[src/rtl/uart_pkg.sv]
// Shared constants and types for the asynchronous serial port
package uart_pkg;

    // Reference and baud source rates, in MHz
    localparam int unsigned REF_CLK_MHZ = 25;
    localparam int unsigned SRC_HI_MHZ  = 24;
    localparam int unsigned SRC_LO_MHZ  = 16;
    localparam logic [5:0]  ACC_MOD     = 6'(REF_CLK_MHZ);
    localparam logic [5:0]  STEP_HI     = 6'(SRC_HI_MHZ);
    localparam logic [5:0]  STEP_LO     = 6'(SRC_LO_MHZ);

    // Bit timing in sixteenth-bit ticks
    localparam logic [5:0] TICKS_BIT      = 6'h10;
    localparam logic [5:0] TICKS_HALF     = 6'h08;
    localparam logic [5:0] TICKS_STOP_1P5 = 6'h18;
    localparam logic [5:0] TICKS_STOP_2   = 6'h20;
    localparam logic [1:0] FILTER_TICKS   = 2'h2;

    // Receive timeout: four character times of ten bits
    localparam int unsigned TIMEOUT_CHARS = 4;
    localparam int unsigned BITS_PER_CHAR = 10;
    localparam logic [9:0]  TIMEOUT_TICKS =
        10'(TIMEOUT_CHARS * BITS_PER_CHAR * 16);

    localparam int unsigned FIFO_DEPTH_DEF = 16;

    // Receive trigger levels selected by a 2-bit code
    localparam logic [4:0] TRIG_LEVEL [4] = '{5'h01, 5'h04, 5'h08, 5'h0E};

    typedef enum logic [1:0] {
        LEN5 = 2'b00,
        LEN6 = 2'b01,
        LEN7 = 2'b10,
        LEN8 = 2'b11
    } wordLen_type;

    typedef struct packed {
        logic        breakCtl;
        logic        stickParity;
        logic        evenParity;
        logic        parityEn;
        logic        twoStop;
        wordLen_type wordLen;
    } lineCfg_type;

    typedef struct packed {
        logic rxData;
        logic thrEmpty;
        logic lineStat;
    } intEnable_type;

    typedef struct packed {
        logic rxFifoErr;
        logic txEmpty;
        logic thrEmpty;
        logic breakInt;
        logic frameErr;
        logic parityErr;
        logic overrun;
        logic dataReady;
    } lineStatus_type;

    typedef struct packed {
        logic       breakInt;
        logic       frameErr;
        logic       parityErr;
        logic [7:0] data;
    } rxEntry_type;

    typedef enum logic [3:0] {
        INT_NONE    = 4'h1,
        INT_THR     = 4'h2,
        INT_RXDATA  = 4'h4,
        INT_LINE    = 4'h6,
        INT_TIMEOUT = 4'hC
    } intId_type;

    typedef enum logic [2:0] {
        TX_IDLE   = 3'b000,
        TX_START  = 3'b001,
        TX_DATA   = 3'b010,
        TX_PARITY = 3'b011,
        TX_STOP   = 3'b100
    } txState_type;

    typedef enum logic [2:0] {
        RX_IDLE   = 3'b000,
        RX_START  = 3'b001,
        RX_DATA   = 3'b010,
        RX_PARITY = 3'b011,
        RX_STOP   = 3'b100
    } rxState_type;

endpackage : uart_pkg

[src/rtl/async_serial_uart.sv]
// Asynchronous serial transmitter/receiver with optional FIFOs and interrupts
`timescale 1ns/10ps
module async_serial_uart
    import uart_pkg::*;
#(
    parameter int unsigned FIFO_DEPTH = FIFO_DEPTH_DEF
)(
    input  wire logic                     ref_clk,
    input  wire logic                     rst_b,
    input  wire uart_pkg::lineCfg_type    lineCfg,
    input  wire logic [15:0]              divisor,
    input  wire logic                     srcSel,
    input  wire logic                     fifoEn,
    input  wire logic                     rxFifoClear,
    input  wire logic                     txFifoClear,
    input  wire logic [1:0]               rxTrigSel,
    input  wire uart_pkg::intEnable_type  intEnable,
    input  wire logic                     txWrite,
    input  wire logic [7:0]               txData,
    input  wire logic                     rxRead,
    input  wire logic                     intIdRead,
    input  wire logic                     lineStatusRead,
    input  wire logic                     rxPin,
    output logic [7:0]                    rxDataOut,
    output uart_pkg::lineStatus_type      lineStatus,
    output uart_pkg::intId_type           intId,
    output logic                          irq,
    output logic                          txPin
);
    import uart_pkg::*;

    localparam int unsigned PW = $clog2(FIFO_DEPTH);

    // Elaboration check on FIFO shape
    if (FIFO_DEPTH < 2 || FIFO_DEPTH != (1 << PW) || FIFO_DEPTH < 16)
        $error("FIFO_DEPTH must be a power of two, at least 16 entries");

    logic [5:0]     srcAcc_reg;
    logic [6:0]     srcSum;
    logic           srcTick;
    logic [15:0]    divCnt_reg;
    logic           baudTick_reg;
    logic           fifoEnPrev_reg;
    logic           fifoFlush;
    logic [PW:0]    cap;

    // Fractional divider from the reference clock gives the source rate
    assign srcSum  = {1'b0, srcAcc_reg} + {1'b0, (srcSel ? STEP_LO : STEP_HI)};
    assign srcTick = srcSum >= {1'b0, ACC_MOD};

    always_ff @(posedge ref_clk)
    begin
        if (!rst_b)
            srcAcc_reg <= 6'h00;
        else
            srcAcc_reg <= srcTick ? 6'(srcSum - {1'b0, ACC_MOD}) : srcSum[5:0];
    end

    // Divisor counter; 0 halts the generator, 32 at 16 MHz gives MIDI
    always_ff @(posedge ref_clk)
    begin
        if (!rst_b)
        begin
            divCnt_reg   <= 16'h0000;
            baudTick_reg <= 1'b0;
        end
        else
        begin
            baudTick_reg <= 1'b0;
            if (srcTick && divisor != 16'h0000)
            begin
                if (divCnt_reg >= divisor - 16'h0001)
                begin
                    divCnt_reg   <= 16'h0000;
                    baudTick_reg <= 1'b1;
                end
                else
                    divCnt_reg <= divCnt_reg + 16'h0001;
            end
        end
    end

    // FIFO mode changes flush both queues
    always_ff @(posedge ref_clk)
    begin
        if (!rst_b)
            fifoEnPrev_reg <= 1'b0;
        else
            fifoEnPrev_reg <= fifoEn;
    end
    assign fifoFlush = fifoEn != fifoEnPrev_reg;
    assign cap       = fifoEn ? (PW+1)'(FIFO_DEPTH) : (PW+1)'(1);

    // Transmit queue
    logic [7:0]     txMem [FIFO_DEPTH];
    logic [PW-1:0]  txWr_reg;
    logic [PW-1:0]  txRd_reg;
    logic [PW:0]    txCount_reg;
    logic           txPush;
    logic           txPop;

    assign txPush = txWrite && (txCount_reg < cap);

    always_ff @(posedge ref_clk)
    begin
        if (txPush)
            txMem[txWr_reg] <= txData;
    end

    always_ff @(posedge ref_clk)
    begin
        if (!rst_b || txFifoClear || fifoFlush)
        begin
            txWr_reg    <= '0;
            txRd_reg    <= '0;
            txCount_reg <= '0;
        end
        else
        begin
            if (txPush)
                txWr_reg <= txWr_reg + 1'b1;
            if (txPop)
                txRd_reg <= txRd_reg + 1'b1;
            txCount_reg <= txCount_reg + (PW+1)'(txPush) - (PW+1)'(txPop);
        end
    end

    // Transmit shifter
    txState_type    txState_reg;
    logic [7:0]     txShift_reg;
    logic [2:0]     txBit_reg;
    logic [5:0]     txTick_reg;
    logic           txParity_reg;
    logic [7:0]     txHead;
    logic [2:0]     lastBit;
    logic [5:0]     stopTicks;
    logic           txBitEnd;

    assign txHead    = txMem[txRd_reg] & (8'hFF >> (2'h3 - lineCfg.wordLen));
    assign lastBit   = {1'b1, lineCfg.wordLen};
    assign stopTicks = !lineCfg.twoStop ? TICKS_BIT :
                       (lineCfg.wordLen == LEN5 ? TICKS_STOP_1P5 : TICKS_STOP_2);
    assign txBitEnd  = baudTick_reg &&
                       txTick_reg == (txState_reg == TX_STOP ? stopTicks : TICKS_BIT) - 6'h01;
    assign txPop     = txState_reg == TX_IDLE && txCount_reg != '0;

    // Serialiser: start, data LSB first, parity, stop
    always_ff @(posedge ref_clk)
    begin
        if (!rst_b)
        begin
            txState_reg  <= TX_IDLE;
            txShift_reg  <= 8'h00;
            txBit_reg    <= 3'h0;
            txTick_reg   <= 6'h00;
            txParity_reg <= 1'b0;
        end
        else
        begin
            if (baudTick_reg)
                txTick_reg <= txBitEnd ? 6'h00 : txTick_reg + 6'h01;
            unique case (txState_reg)
                TX_IDLE:
                begin
                    txTick_reg <= 6'h00;
                    if (txPop)
                    begin
                        txShift_reg  <= txHead;
                        txBit_reg    <= 3'h0;
                        txParity_reg <= lineCfg.stickParity ? !lineCfg.evenParity :
                                        (^txHead) ^ !lineCfg.evenParity;
                        txState_reg  <= TX_START;
                    end
                end
                TX_START:
                    if (txBitEnd)
                        txState_reg <= TX_DATA;
                TX_DATA:
                    if (txBitEnd)
                    begin
                        txShift_reg <= txShift_reg >> 1;
                        txBit_reg   <= txBit_reg + 3'h1;
                        if (txBit_reg == lastBit)
                            txState_reg <= lineCfg.parityEn ? TX_PARITY : TX_STOP;
                    end
                TX_PARITY:
                    if (txBitEnd)
                        txState_reg <= TX_STOP;
                TX_STOP:
                    if (txBitEnd)
                        txState_reg <= TX_IDLE;
            endcase
        end
    end

    // Line driver, break forces low
    always_ff @(posedge ref_clk)
    begin
        if (!rst_b)
            txPin <= 1'b1;
        else if (lineCfg.breakCtl)
            txPin <= 1'b0;
        else
            unique case (txState_reg)
                TX_IDLE:   txPin <= 1'b1;
                TX_START:  txPin <= 1'b0;
                TX_DATA:   txPin <= txShift_reg[0];
                TX_PARITY: txPin <= txParity_reg;
                TX_STOP:   txPin <= 1'b1;
            endcase
    end

    // Receive input synchroniser and glitch filter
    logic           rxSync1_reg;
    logic           rxSync2_reg;
    logic           rxLine_reg;
    logic [1:0]     filtCnt_reg;

    always_ff @(posedge ref_clk)
    begin
        if (!rst_b)
        begin
            rxSync1_reg <= 1'b1;
            rxSync2_reg <= 1'b1;
            rxLine_reg  <= 1'b1;
            filtCnt_reg <= 2'h0;
        end
        else
        begin
            rxSync1_reg <= rxPin;
            rxSync2_reg <= rxSync1_reg;
            if (rxSync2_reg == rxLine_reg)
                filtCnt_reg <= 2'h0;
            else if (baudTick_reg)
            begin
                if (filtCnt_reg == FILTER_TICKS - 2'h1)
                begin
                    rxLine_reg  <= rxSync2_reg;
                    filtCnt_reg <= 2'h0;
                end
                else
                    filtCnt_reg <= filtCnt_reg + 2'h1;
            end
        end
    end

    // Receive shifter
    rxState_type    rxState_reg;
    logic [7:0]     rxShift_reg;
    logic [2:0]     rxBit_reg;
    logic [5:0]     rxTick_reg;
    logic           rxParBit_reg;
    logic           rxPush;
    logic [7:0]     rxAligned;
    logic           rxParityBad;
    rxEntry_type    rxEntry;

    assign rxAligned   = rxShift_reg >> (2'h3 - lineCfg.wordLen);
    assign rxParityBad = lineCfg.parityEn && (rxParBit_reg != (lineCfg.stickParity ?
                         !lineCfg.evenParity : (^rxAligned) ^ !lineCfg.evenParity));
    assign rxPush      = rxState_reg == RX_STOP && baudTick_reg && rxTick_reg == TICKS_BIT - 6'h01;
    assign rxEntry     = '{breakInt:  !rxLine_reg && rxAligned == 8'h00 &&
                                      !(lineCfg.parityEn && rxParBit_reg),
                           frameErr:  !rxLine_reg,
                           parityErr: rxParityBad,
                           data:      rxAligned};

    // Sample at mid-bit, sixteen ticks apart
    always_ff @(posedge ref_clk)
    begin
        if (!rst_b)
        begin
            rxState_reg  <= RX_IDLE;
            rxShift_reg  <= 8'h00;
            rxBit_reg    <= 3'h0;
            rxTick_reg   <= 6'h00;
            rxParBit_reg <= 1'b0;
        end
        else
        begin
            if (baudTick_reg)
                rxTick_reg <= rxTick_reg + 6'h01;
            unique case (rxState_reg)
                RX_IDLE:
                begin
                    rxTick_reg <= 6'h00;
                    if (!rxLine_reg)
                        rxState_reg <= RX_START;
                end
                RX_START:
                    if (baudTick_reg && rxTick_reg == TICKS_HALF - 6'h01)
                    begin
                        rxTick_reg  <= 6'h00;
                        rxBit_reg   <= 3'h0;
                        rxState_reg <= rxLine_reg ? RX_IDLE : RX_DATA;
                    end
                RX_DATA:
                    if (baudTick_reg && rxTick_reg == TICKS_BIT - 6'h01)
                    begin
                        rxTick_reg  <= 6'h00;
                        rxShift_reg <= {rxLine_reg, rxShift_reg[7:1]};
                        rxBit_reg   <= rxBit_reg + 3'h1;
                        if (rxBit_reg == lastBit)
                            rxState_reg <= lineCfg.parityEn ? RX_PARITY : RX_STOP;
                    end
                RX_PARITY:
                    if (baudTick_reg && rxTick_reg == TICKS_BIT - 6'h01)
                    begin
                        rxTick_reg   <= 6'h00;
                        rxParBit_reg <= rxLine_reg;
                        rxState_reg  <= RX_STOP;
                    end
                RX_STOP:
                    if (rxPush)
                        rxState_reg <= RX_IDLE;
            endcase
        end
    end

    // Receive queue
    rxEntry_type    rxMem [FIFO_DEPTH];
    logic [PW-1:0]  rxWr_reg;
    logic [PW-1:0]  rxRd_reg;
    logic [PW:0]    rxCount_reg;
    logic           rxStore;
    logic           rxPop;
    logic           rxOverrun;

    assign rxStore   = rxPush && (rxCount_reg < cap);
    assign rxOverrun = rxPush && !(rxCount_reg < cap);
    assign rxPop     = rxRead && rxCount_reg != '0;

    always_ff @(posedge ref_clk)
    begin
        if (rxStore)
            rxMem[rxWr_reg] <= rxEntry;
    end

    always_ff @(posedge ref_clk)
    begin
        if (!rst_b || rxFifoClear || fifoFlush)
        begin
            rxWr_reg    <= '0;
            rxRd_reg    <= '0;
            rxCount_reg <= '0;
        end
        else
        begin
            if (rxStore)
                rxWr_reg <= rxWr_reg + 1'b1;
            if (rxPop)
                rxRd_reg <= rxRd_reg + 1'b1;
            rxCount_reg <= rxCount_reg + (PW+1)'(rxStore) - (PW+1)'(rxPop);
        end
    end

    always_ff @(posedge ref_clk)
    begin
        if (!rst_b)
            rxDataOut <= 8'h00;
        else
            rxDataOut <= (rxCount_reg != '0) ? rxMem[rxRd_reg].data : 8'h00; // No stale words
    end

    // Sticky line errors; a new error wins over the read that clears
    logic           overrun_reg;
    logic           parErr_reg;
    logic           frmErr_reg;
    logic           brk_reg;

    always_ff @(posedge ref_clk)
    begin
        if (!rst_b)
        begin
            overrun_reg <= 1'b0;
            parErr_reg  <= 1'b0;
            frmErr_reg  <= 1'b0;
            brk_reg     <= 1'b0;
        end
        else
        begin
            overrun_reg <= rxOverrun || (overrun_reg && !lineStatusRead);
            parErr_reg  <= (rxStore && rxEntry.parityErr) || (parErr_reg && !lineStatusRead);
            frmErr_reg  <= (rxStore && rxEntry.frameErr) || (frmErr_reg && !lineStatusRead);
            brk_reg     <= (rxStore && rxEntry.breakInt) || (brk_reg && !lineStatusRead);
        end
    end

    // Character timeout while data waits in the receive FIFO
    logic [9:0]     idleCnt_reg;
    logic           timeout_reg;

    always_ff @(posedge ref_clk)
    begin
        if (!rst_b || !fifoEn || rxCount_reg == '0 || rxStore || rxPop)
        begin
            idleCnt_reg <= 10'h000;
            timeout_reg <= 1'b0;
        end
        else if (baudTick_reg && !timeout_reg)
        begin
            idleCnt_reg <= idleCnt_reg + 10'h001;
            if (idleCnt_reg == TIMEOUT_TICKS - 10'h001)
                timeout_reg <= 1'b1;
        end
    end

    // Transmit-empty event flag
    logic           thrFlag_reg;
    logic           thrEnPrev_reg;
    logic           txEmptyNow;
    logic           thrSet;

    assign txEmptyNow = txCount_reg == '0;
    assign thrSet     = (txPop && txCount_reg == (PW+1)'(1)) ||
                        (intEnable.thrEmpty && !thrEnPrev_reg && txEmptyNow);

    always_ff @(posedge ref_clk)
    begin
        if (!rst_b)
        begin
            thrFlag_reg   <= 1'b0;
            thrEnPrev_reg <= 1'b0;
        end
        else
        begin
            thrEnPrev_reg <= intEnable.thrEmpty;
            thrFlag_reg   <= thrSet || (thrFlag_reg && !txPush &&
                             !(intIdRead && intId == INT_THR));
        end
    end

    // Prioritised interrupt cause
    logic           lineErr;
    logic           rxAvail;
    intId_type      intIdNext;

    assign lineErr = overrun_reg || parErr_reg || frmErr_reg || brk_reg;
    assign rxAvail = fifoEn ? rxCount_reg >= (PW+1)'(TRIG_LEVEL[rxTrigSel]) :
                     rxCount_reg != '0;

    always_comb
    begin
        if (intEnable.lineStat && lineErr)
            intIdNext = INT_LINE;
        else if (intEnable.rxData && rxAvail)
            intIdNext = INT_RXDATA;
        else if (intEnable.rxData && timeout_reg)
            intIdNext = INT_TIMEOUT;
        else if (intEnable.thrEmpty && thrFlag_reg)
            intIdNext = INT_THR;
        else
            intIdNext = INT_NONE;
    end

    always_ff @(posedge ref_clk)
    begin
        if (!rst_b)
        begin
            intId <= INT_NONE;
            irq   <= 1'b0;
        end
        else
        begin
            intId <= intIdNext;
            irq   <= intIdNext != INT_NONE;
        end
    end

    // Line status view
    always_ff @(posedge ref_clk)
    begin
        if (!rst_b)
            lineStatus <= '{txEmpty: 1'b1, thrEmpty: 1'b1, default: 1'b0};
        else
            lineStatus <= '{rxFifoErr: fifoEn && lineErr,
                            txEmpty:   txEmptyNow && txState_reg == TX_IDLE,
                            thrEmpty:  txEmptyNow,
                            breakInt:  brk_reg,
                            frameErr:  frmErr_reg,
                            parityErr: parErr_reg,
                            overrun:   overrun_reg,
                            dataReady: rxCount_reg != '0};
    end

endmodule : async_serial_uart

[config.mk]
export PLATFORM = sky130hd
export DESIGN_NAME = async_serial_uart
export DESIGN_NICKNAME = d
export VERILOG_FILES = /design/src/rtl/uart_pkg.sv /design/src/rtl/async_serial_uart.sv
export SDC_FILE = /design/constraint.sdc
export NUM_CORES = 1
export LEC_CHECK = 0
export BUFFER_PORTS_ARGS = -buffer_cell sky130_fd_sc_hd__buf_2
export CAP_MARGIN = 10
export CELL_PAD_IN_SITES_DETAIL_PLACEMENT = 1
export CELL_PAD_IN_SITES_GLOBAL_PLACEMENT = 1
export CORE_UTILIZATION = 51
export DETAILED_ROUTE_END_ITERATION = 8
export HOLD_SLACK_MARGIN = 0.08
export PLACE_DENSITY_LB_ADDON = 0.1
export SYNTH_ARGS = -nofsm -noshare
export SYNTH_HDL_FRONTEND = slang
export SYNTH_SLANG_ARGS = --single-unit
[constraint.sdc]
create_clock -name ref_clk -period 3.8 [get_ports ref_clk]
set_input_delay 0.19 -clock ref_clk [delete_from_list [all_inputs] [get_ports ref_clk]]
set_output_delay 0.19 -clock ref_clk [all_outputs]
set_load 0.03 [all_outputs]
==> flow_results.org, run 1 <==
** Critical path
- The most critical setup path has its startpoint at rxTick_reg[0].
- Most prevalent standard cell on the critical path :: sky130_fd_sc_hd__ha_1
- Required arrival time at the worst endpoint :: 4.27 ns
- The largest individual stage delay along the critical path comes from the cell sky130_fd_sc_hd__fa_1.
- For the worst flop-to-flop path, the logic depth is 15.
- STA classifies the critical path endpoint as a register.
- The worst register-to-register path ends at rxCount_reg[4].
- Largest stage delay, worst path :: 0.41 ns
- The worst register-to-register path begins at rxTick_reg[0].
- The worst register-to-register path has a setup slack of 0.39 ns.
- STA puts the critical path data arrival time at 3.88 ns.
- Class of the most critical setup path :: register to register
- Critical Path Start Type :: register
- Largest delay share family, worst path :: simple AND/OR/NAND/NOR gates
- The critical path crosses 15 cells after its start point.
- In this run the worst path has a maximum fanout of 6.
- Worst path bufs/invs :: 2
- The signal on the critical path passes through ha_1, nand3_1, nor3_2, and2_1, nand3_1, a211oi_2, inv_2, ha_1, inv_1, ha_1, fa_1, a21oi_1, nor2_1, or3_1, a21oi_1.

** Placed design
- Detailed placement ended at an HPWL of 25.5 mm.
- Placer's final routability congestion estimate :: 0.775
- Port buffering added 68 buffers.
- Once placement finished, the instance area stood at 0.0181 sq mm.
- After detailed placement, the design holds a cell count of 1771.

** Global routing
- Entering global routing, the biggest net connects 57 pins.
- Global routing consumed, over all layers together, 23.1% of the routing resources.
- After global routing the overflow that remains totals 0.
- The via count of the first global-routing pass came to 10800.
- Wire length of the first global-routing pass :: 60.3 mm
- The initial antenna violation count came to 0.

** Die
- The floorplan has 66 rows.
- Initial core utilization :: 52.4%
- After floorplanning, the core was sized to cover 0.0329 sq mm.
- The floorplan step defined a die boundary enclosing 0.0346 sq mm.
- Die Ht :: 186 microns
- Die boundary width :: 186 microns
- I/O pins :: 69

** Routing
- Wirelength, routed :: 38.5 mm
- Routed length per instance :: 20.6 microns
- In the routed layout, each cell is associated on average with a via count of 5.56.
- Via Count :: 10400
- DR iter-0 viols :: 631
- The count of nets left with antenna violations once routing finished came out at 0.
- After detailed routing, the number of remaining DRC violations is 0.
- The first detailed-routing pass ran for 5 iterations.

** Finish
- Commonest non-fill, non-tap cell in the layout :: sky130_fd_sc_hd__edfxtp_1
- The sequential cells in the finished layout cover a total of 0.0105 sq mm.
- Leaving out fill and tap cells, the most frequent cells in the layout are 256 x sky130_fd_sc_hd__edfxtp_1, 138 x sky130_fd_sc_hd__dfxtp_1, 125 x sky130_fd_sc_hd__nor2_1.
- Growth of design area from synthesis to finish :: 14.7%
- Final nets :: 1506
- 0 antenna diodes ended up in the layout.
- Design Area, Final :: 0.0198 sq mm
- The post-route netlist has 17.9% of its cells at a drive strength greater than 1.
- Number of standard cells in the final layout excluding fillers :: 1870
- Fill cell instance count of the final layout :: 3197
- Area of the multi-input gates :: 0.00630 sq mm

** Power and ir drop
- Total leakage power :: 7.10 nW
- Worst voltage drop across the vdd grid :: 425 uV
- Power per Cell Area :: 489 mW/mm^2

** Yosys
- Number of register bits inferred by synthesis :: 396
- Counting distinct cell types in the post-synthesis netlist gives 65.
- Top-area cell type share of the netlist area :: 44.6%
- The number of nets in the synthesized netlist is 1396.
- Yosys mapped a number of flops with a built-in enable equal to 256.
- After synthesis, the mean cell area works out to 13.4 sq um.
- Count of mapped cells out of synthesis :: 1284
- During synthesis, Yosys emitted a total of 0 warnings.
- For this run, the register share of the synthesized area comes to 60.8%.
- Of all flip-flops after synthesis, the portion carrying an async set or reset was 0%.
- Syn Std Cell Area :: 0.0173 sq mm
- The synthesized design spends more area on one cell type than any other, namely sky130_fd_sc_hd__edfxtp_1.
- Largest cells by area after synthesis :: sky130_fd_sc_hd__edfxtp_1 45%, sky130_fd_sc_hd__dfxtp_1 16%, sky130_fd_sc_hd__mux4_2 9.4%, sky130_fd_sc_hd__ha_1 4.6%, sky130_fd_sc_hd__nor2_1 2.7%
- In the synthesized netlist the dominant register cell turns out to be sky130_fd_sc_hd__edfxtp_1.

** STA
- Setup violations remaining at the end of the flow were counted as 0.
- RSZ-0062 raised after global routing :: false
- The number of pins exceeding their max-slew limit in the final report was 0.
- The total count of hold-check failures in the final report is 0.
- Clock skew :: 0.0268 ns
- Final clock period utilization by the worst path :: 89.8%
- At the pin with the least slew margin, the transition time is 1.03 ns.
- Post-Route Setup TNS :: 0 ns
- The clock period could shrink to 3.41 ns.
- F_max :: 0.293 GHz
- Worst slew slack as a fraction of its limit :: 31.0%

** Worst hold path
- Worst hold path stage count :: 3
- Start point of the worst min-delay path :: lineCfg[4]
- Class of the tightest hold or removal check :: input pin to register
- Hold endpoint :: txParity_reg

** CTS
- Clock net sink count :: 396
- The number of gates resized after CTS was 0.
- CTS Root Buffer Type :: sky130_fd_sc_hd__clkbuf_16
- CTS HTree Levels :: 2
- In this run the post-CTS setup repair buffer count came out at 0.
- Clk buf depth :: 3
- Clock transition at the registers of the reported paths :: 0.06 ns
- Insertion delay of the later-clocked pin in the worst-skew pair :: 0.56 ns
- TritonCTS buffer count :: 42
- CTS tree :: yes

** Flow run
- Max-cap check violation count :: 0

** Outcome
- The run finished with clean final reports.
-- synthesized netlist by cell type, types with 5 or more instances --
cell,instances
sky130_fd_sc_hd__nand2b_1,23
sky130_fd_sc_hd__buf_1,8
sky130_fd_sc_hd__dfxtp_1,140
sky130_fd_sc_hd__edfxtp_1,256
sky130_fd_sc_hd__nand4_1,17
sky130_fd_sc_hd__mux2i_1,16
sky130_fd_sc_hd__o21ai_0,23
sky130_fd_sc_hd__o211a_1,8
sky130_fd_sc_hd__nor2b_1,13
sky130_fd_sc_hd__xor2_1,42
sky130_fd_sc_hd__inv_1,53
sky130_fd_sc_hd__ha_1,63
sky130_fd_sc_hd__nand3_1,28
sky130_fd_sc_hd__and3_1,16
sky130_fd_sc_hd__xnor2_1,47
sky130_fd_sc_hd__a21o_1,6
sky130_fd_sc_hd__o22ai_1,7
sky130_fd_sc_hd__or3_1,9
sky130_fd_sc_hd__nor4_1,5
sky130_fd_sc_hd__a21oi_1,34
sky130_fd_sc_hd__o21ai_1,5
sky130_fd_sc_hd__a21boi_0,9
sky130_fd_sc_hd__a21boi_1,6
sky130_fd_sc_hd__clkbuf_1,41
sky130_fd_sc_hd__nor2_1,125
sky130_fd_sc_hd__nor3_1,22
sky130_fd_sc_hd__nand2_1,100
sky130_fd_sc_hd__and2_1,20
sky130_fd_sc_hd__mux4_2,72
-- worst register-to-register path, delay by kind of cell (launching register included) --
family / cells / cell delay (ns)
simple gates: 6 / 1.14
fa+ha+maj: 4 / 1.11
compound gates: 3 / 0.58
flops: 1 / 0.37
buf+inv: 2 / 0.16
-- worst max-delay path by stage --
stage                           to  slack, ns
floorplan           rxCount_reg[4]       0.56
global placement    divCnt_reg[15]       0.20
detailed placement   divCnt_reg[7]       0.08
CTS                 rxCount_reg[4]       0.38
global route        rxCount_reg[4]       0.12
finish              rxCount_reg[4]       0.39
-- metrics by stage --
| step | hold slack (ns) | setup WS, ns | total power, mW | utilization, % |
|---|---|---|---|---|
| finish | 0.0882 | 0.387 | 9.68 | 60.0 |
| floorplan | 0.289 | 0.561 | 5.36 | - |
| global placement | 0.399 | 0.200 | 5.58 | 55.1 |
| global route | 0.119 | 0.117 | 10.1 | 60.0 |
| detailed placement | 0.396 | 0.0829 | 5.61 | 55.1 |
| CTS | 0.0814 | 0.378 | 9.78 | 60.0 |
-- layout make-up --
cell class	instances	share of cell area (%)
clock buffer	52	5.71
clock inverter	26	1.51
inverter	55	1.04
multi-input combinational	776	31.8
sequential	396	53.0
tap	442	2.80
timing repair buffer	123	4.06
-- repair_timing --
action / 4_1_cts / 5_1_grt
hold buffers: 20 / 0
endpoints found under the setup margin: 0 / 0
hold endpoints to repair: 146 / 0
-- power breakdown --
part	leakage [nW]	internal [mW]	switching, mW
Sequential	3.50	4.65	0.0664
Combinational	2.91	0.358	0.461
Clock	0.692	2.47	1.67
Total	7.10	7.48	2.20
-- cell families (layout without fill, tap and decap cells) --
| logic type | count (synthesis) | in the layout | share of synthesized area [%] |
|---|---|---|---|
| and+or+nand+nor | 400 | 400 | 11.1 |
| xor gates and xnor gates | 90 | 90 | 4.61 |
| buffers and inverters | 112 | 256 | 2.69 |
| AOI/OAI and AO/OA | 122 | 122 | 4.63 |
| muxes | 99 | 99 | 11.4 |
| adders and majority gates | 65 | 65 | 4.80 |
| DFF | 396 | 396 | 60.8 |
-- routing by layer --
layer	global-route usage, %	vias to the layer above	wire (microns)
li1	-	4906	-
met1	31.7	5179	17200
met2	38.7	248	18600
met3	3.64	58	1930
met4	5.44	0	746
met5	0	-	0
No activity file was read; power rests on OpenSTA's default activity.
==> inputs of run 2 (changes only) <==
--- a/config.mk
+++ b/config.mk
@@ -5,11 +5,12 @@
 export SDC_FILE = /design/constraint.sdc
 export NUM_CORES = 1
 export LEC_CHECK = 0
+export ABC_AREA = 1
 export BUFFER_PORTS_ARGS = -buffer_cell sky130_fd_sc_hd__buf_2
 export CAP_MARGIN = 10
 export CELL_PAD_IN_SITES_DETAIL_PLACEMENT = 1
 export CELL_PAD_IN_SITES_GLOBAL_PLACEMENT = 1
-export CORE_UTILIZATION = 51
+export CORE_UTILIZATION = 49
 export DETAILED_ROUTE_END_ITERATION = 8
 export HOLD_SLACK_MARGIN = 0.08
 export PLACE_DENSITY_LB_ADDON = 0.1
==> run 2 against run 1 <==
  * Clock skew shrank 0.013 ns
  * Global-route usage grew 1.3 points
  * Area after synthesis rose by 4.7%
  * First-iteration DRC count rose by 16%
  * Design area up 2.5%
  * Combinational power is 38% higher
  * Die area increased by 8.9%
  * Non-clock buffer count is 18 lower
  * Via count rose by 29%
  * Flip-flop and latch count stayed put
  * Utilization down 3.6 points
  * Critical path depth fell by 1
  * Critical endpoint unchanged
  * Largest cell class unchanged
==> flow_results.org, run 2 <==
** Outcome
- Outcome: finished, final reports clean (unchanged).

** STA
- Clock skew :: 0.0142 ns (was 0.0268 ns)
- Final Slew Violations :: 0 (unchanged)
- F_max :: 0.305 GHz (was 0.293 GHz)
- The total count of hold-check failures in the final report is 0 (unchanged).
- Post-Route Setup TNS :: 0 ns (unchanged)
- The final number of setup-violating endpoints was 0 (unchanged).
- Worst hold slack :: 0.117 ns (was 0.0882 ns)
- The actual transition at the worst max-transition pin came to 1.07 ns (was 1.03 ns).
- Final clock period utilization by the worst path :: 86.1% (was 89.8%)
- Worst slew slack as a fraction of its limit :: 28.4% (was 31.0%)
- The minimum period implied by the final worst setup slack came to 3.27 ns (was 3.41 ns).
- The post-route worst setup slack was 0.526 ns (was 0.387 ns).
- RSZ-0062 raised after global routing: false (unchanged).

** Global routing
- Largest net degree at the start of global routing :: 74 (was 57)
- Wire length of the first global-routing pass :: 73.7 mm (was 60.3 mm)
- GRT Overall Usage :: 24.5% (was 23.1%)
- The total overflow reported by the global router came to 0 (unchanged).
- Antenna violations before repair :: 0 (unchanged)
- The via count of the first global-routing pass is 14200 (was 10800).

** Die
- Die boundary width :: 194 microns (was 186 microns)
- The core area was 0.0359 sq mm (was 0.0329 sq mm).
- The number of cell rows is 69 (was 66).
- Die Ht :: 194 microns (was 186 microns)
- I/O pins :: 69 (unchanged)
- Initial core utilization :: 50.3% (was 52.4%)
- The floorplan die area came to 0.0376 sq mm (was 0.0346 sq mm).

** Finish
- Fin util :: 56.5% (was 60.0%)
- Most frequent cells in the layout :: 373 x sky130_fd_sc_hd__nand2_1, 261 x sky130_fd_sc_hd__inv_1, 256 x sky130_fd_sc_hd__edfxtp_1 (was 256 x sky130_fd_sc_hd__edfxtp_1, 138 x sky130_fd_sc_hd__dfxtp_1, 125 x sky130_fd_sc_hd__nor2_1)
- The count of filler cells inserted in the layout is 4077 (was 3197).
- The layout cell share with drive strength beyond 1 came to 8.46% (was 17.9%).
- The sequential cell area is 0.0105 sq mm (about the same).
- The final non-filler cell area is 0.0203 sq mm (was 0.0198 sq mm).
- Commonest non-fill, non-tap cell in the layout :: sky130_fd_sc_hd__nand2_1 (was sky130_fd_sc_hd__edfxtp_1)
- The number of antenna cells inserted was 0 (unchanged).
- Final nets :: 2102 (was 1506)
- Area of the multi-input gates :: 0.00627 sq mm (was 0.00630 sq mm)
- The layout overhead on the synthesized area came to 12.3% (was 14.7%).
- Number of standard cells in the final layout excluding fillers :: 2483 (was 1870)

** CTS
- The count of hold buffers inserted by post-cts repair came to 19 (was 20).
- The number of clock sinks seen by CTS is 396 (unchanged).
- The number of buffers inserted by post-CTS setup repair came to 0 (unchanged).
- Clock transition at the registers of the reported paths :: 0.06 ns (about the same)
- CTS Root Buffer Type :: sky130_fd_sc_hd__clkbuf_16 (unchanged)
- The TritonCTS clock tree is yes (unchanged).
- Clk buf depth :: 3 (unchanged)
- CTS HTree Levels :: 2 (unchanged)
- The total CTS buffers came to 43 (was 42).
- The total of cells resized after clock tree synthesis came to 0 (unchanged).
- The insertion delay of the later-clocked pin in the worst-skew pair is 0.54 ns (was 0.56 ns).

** Yosys
- Top cells by instance count after synthesis: 373 x sky130_fd_sc_hd__nand2_1, 261 x sky130_fd_sc_hd__inv_1, 256 x sky130_fd_sc_hd__edfxtp_1 (was 256 x sky130_fd_sc_hd__edfxtp_1, 140 x sky130_fd_sc_hd__dfxtp_1, 125 x sky130_fd_sc_hd__nor2_1).
- Largest cells by area after synthesis :: sky130_fd_sc_hd__edfxtp_1 43%, sky130_fd_sc_hd__dfxtp_1 16%, sky130_fd_sc_hd__nand2_1 7.7%, sky130_fd_sc_hd__inv_1 5.4%, sky130_fd_sc_hd__ha_1 4.4% (was sky130_fd_sc_hd__edfxtp_1 45%, sky130_fd_sc_hd__dfxtp_1 16%, sky130_fd_sc_hd__mux4_2 9.4%, sky130_fd_sc_hd__ha_1 4.6%, sky130_fd_sc_hd__nor2_1 2.7%)
- Yosys synthesis warning count :: 0 (unchanged)
- The cell taking the most area after synthesis is sky130_fd_sc_hd__edfxtp_1 (unchanged).
- Library cell with the highest instance count after synthesis :: sky130_fd_sc_hd__nand2_1 (was sky130_fd_sc_hd__edfxtp_1)
- Async S/R FF share, synth :: 0% (unchanged)
- EDFF count, synth :: 256 (unchanged)
- The total of flip-flops plus latches after synthesis is 396 (unchanged).
- Top-area cell type share of the netlist area :: 42.5% (was 44.6%)
- The number of nets produced by synthesis was 2015 (was 1396).
- Count of mapped cells out of synthesis :: 1903 (was 1284)
- The share of synthesized area occupied by flip-flops and latches is 58.1% (was 60.8%).
- The count of distinct cell types in the synthesized netlist was 49 (was 65).
- Average size of a mapped cell :: 9.50 sq um (was 13.4 sq um)
- The summed instance area of the synthesized netlist was 0.0181 sq mm (was 0.0173 sq mm).
- The commonest register cell after synthesis was sky130_fd_sc_hd__edfxtp_1 (unchanged).

** Flow run
- Max-cap check violation count :: 0 (unchanged)

** Placed design
- The worst setup slack after placement was 0.281 ns (was 0.0829 ns).
- The instance count after placement with tap cells included is 2387 (was 1771).
- The sum of net half-perimeters after detailed placement came to 31.1 mm (was 25.5 mm).
- Cell Area, Placed :: 0.0188 sq mm (was 0.0181 sq mm)
- Placer's final routability congestion estimate :: 0.807 (was 0.775)
- The count of buffers from port buffering is 68 (unchanged).

** Critical path
- The top fanout value on the critical path came to 10 (was 6).
- The critical path data arrival time is 3.67 ns (was 3.88 ns).
- R2r setup slk :: 0.53 ns (was 0.39 ns)
- Class of the most critical setup path :: register to register (unchanged)
- The type of origin of the critical path is a register (unchanged).
- Endpoint kind of the worst setup timing path :: register (unchanged)
- Required arrival time at the worst endpoint :: 4.20 ns (was 4.27 ns)

** Routing
- DRC Markers :: 0 (unchanged)
- The routed wirelength normalized by instance count is 18.4 microns (was 20.6 microns).
- Vias per cell :: 5.39 (was 5.56)
- Routed Antenna Nets :: 0 (unchanged)
- The vias after detailed routing came to 13400 (was 10400).
- Drt pass-1 iters :: 5 (unchanged)
- Wirelength, routed :: 45.6 mm (was 38.5 mm)
- DR iter-0 viols :: 734 (was 631)

** Power and ir drop
- The peak supply drop was 341 uV (was 425 uV).
- The areal power density over the cells came to 480 mW/mm^2 (was 489 mW/mm^2).
- The overall power of the completed layout is 9.74 mW (was 9.68 mW).
- The standby leakage power was 8.13 nW (was 7.10 nW).

** Worst hold path
- Class of the tightest hold or removal check :: input pin to register (unchanged)
==> run 2: cell count changes after synthesis, moves of 20 or more <==
cell                       before  now
sky130_fd_sc_hd__mux4_2        72    0
sky130_fd_sc_hd__nor2_1       125  158
sky130_fd_sc_hd__and2_1        20    0
sky130_fd_sc_hd__xor2_1        42   20
sky130_fd_sc_hd__nand2_1      100  373
sky130_fd_sc_hd__a21oi_1       34  115
sky130_fd_sc_hd__nand3_1       28  113
sky130_fd_sc_hd__o21ai_0       23  151
sky130_fd_sc_hd__inv_1         53  261
sky130_fd_sc_hd__xnor2_1       47   17
sky130_fd_sc_hd__nand2b_1      23    0
==> run 2: per-layer routing <==
metal  vias up  share of wire (%)  track usage [%]
li1       6529                  -                -
met1      6563                 46             32.9
met2       224                 48             41.8
met3        61                3.8             3.48
met4         0                1.6             5.76
met5         -                  0                0
==> run 2: cells by family (layout without fill, tap and decap cells) <==
family                   after synthesis  count (layout)  share of synthesized area, %
AO/OA/AOI/OAI                        322             322                          9.58
XOR/XNOR                              37              37                          1.79
adder cells (fa/ha/maj)               65              65                          4.58
buffers and inverters                333             452                          7.26
flip-flops                           396             396                          58.1
multiplexers                          32              32                          1.77
AND/OR/NAND/NOR                      718             718                          17.0
==> run 2: path summary, 6_finish.rpt <==
kind / end / depth (start not counted) / start
worst min-delay path: thrFlag_reg / 4 / intIdRead
worst min register to register: rxSync2_reg / 1 / rxSync1_reg
worst max-delay path: rxCount_reg[4] / 14 / baudTick_reg
worst max register to register: rxCount_reg[4] / 14 / baudTick_reg
==> run 2: critical path, stage by stage, from the launching register on <==
cell and delay, ns:
sky130_fd_sc_hd__dfxtp_1 0.54, sky130_fd_sc_hd__inv_4 0.12, sky130_fd_sc_hd__nor3_4 0.23, sky130_fd_sc_hd__inv_1 0.07, sky130_fd_sc_hd__nor2_1 0.12, sky130_fd_sc_hd__nand2_1 0.13
sky130_fd_sc_hd__nor2_1 0.16, sky130_fd_sc_hd__nand2_1 0.17, sky130_fd_sc_hd__ha_1 0.33, sky130_fd_sc_hd__inv_1 0.04, sky130_fd_sc_hd__ha_1 0.19, sky130_fd_sc_hd__fa_1 0.41
sky130_fd_sc_hd__a221oi_1 0.39, sky130_fd_sc_hd__nand2_1 0.08, sky130_fd_sc_hd__nor3b_1 0.15
==> run 2: power breakdown <==
part	leakage, nW	internal, mW	switching (mW)
Sequential	3.45	4.69	0.0701
Combinational	4.06	0.350	0.781
Clock	0.616	2.18	1.67
==> run 2: area by class of cell <==
type	instances	share of cell area, %
flip-flops and latches	396	51.7
multi-input cells	1174	30.9
clock buffers	61	5.69
inverters	270	5.01
repair buffers	105	3.28
well taps	461	2.84
clock inverters	16	0.555
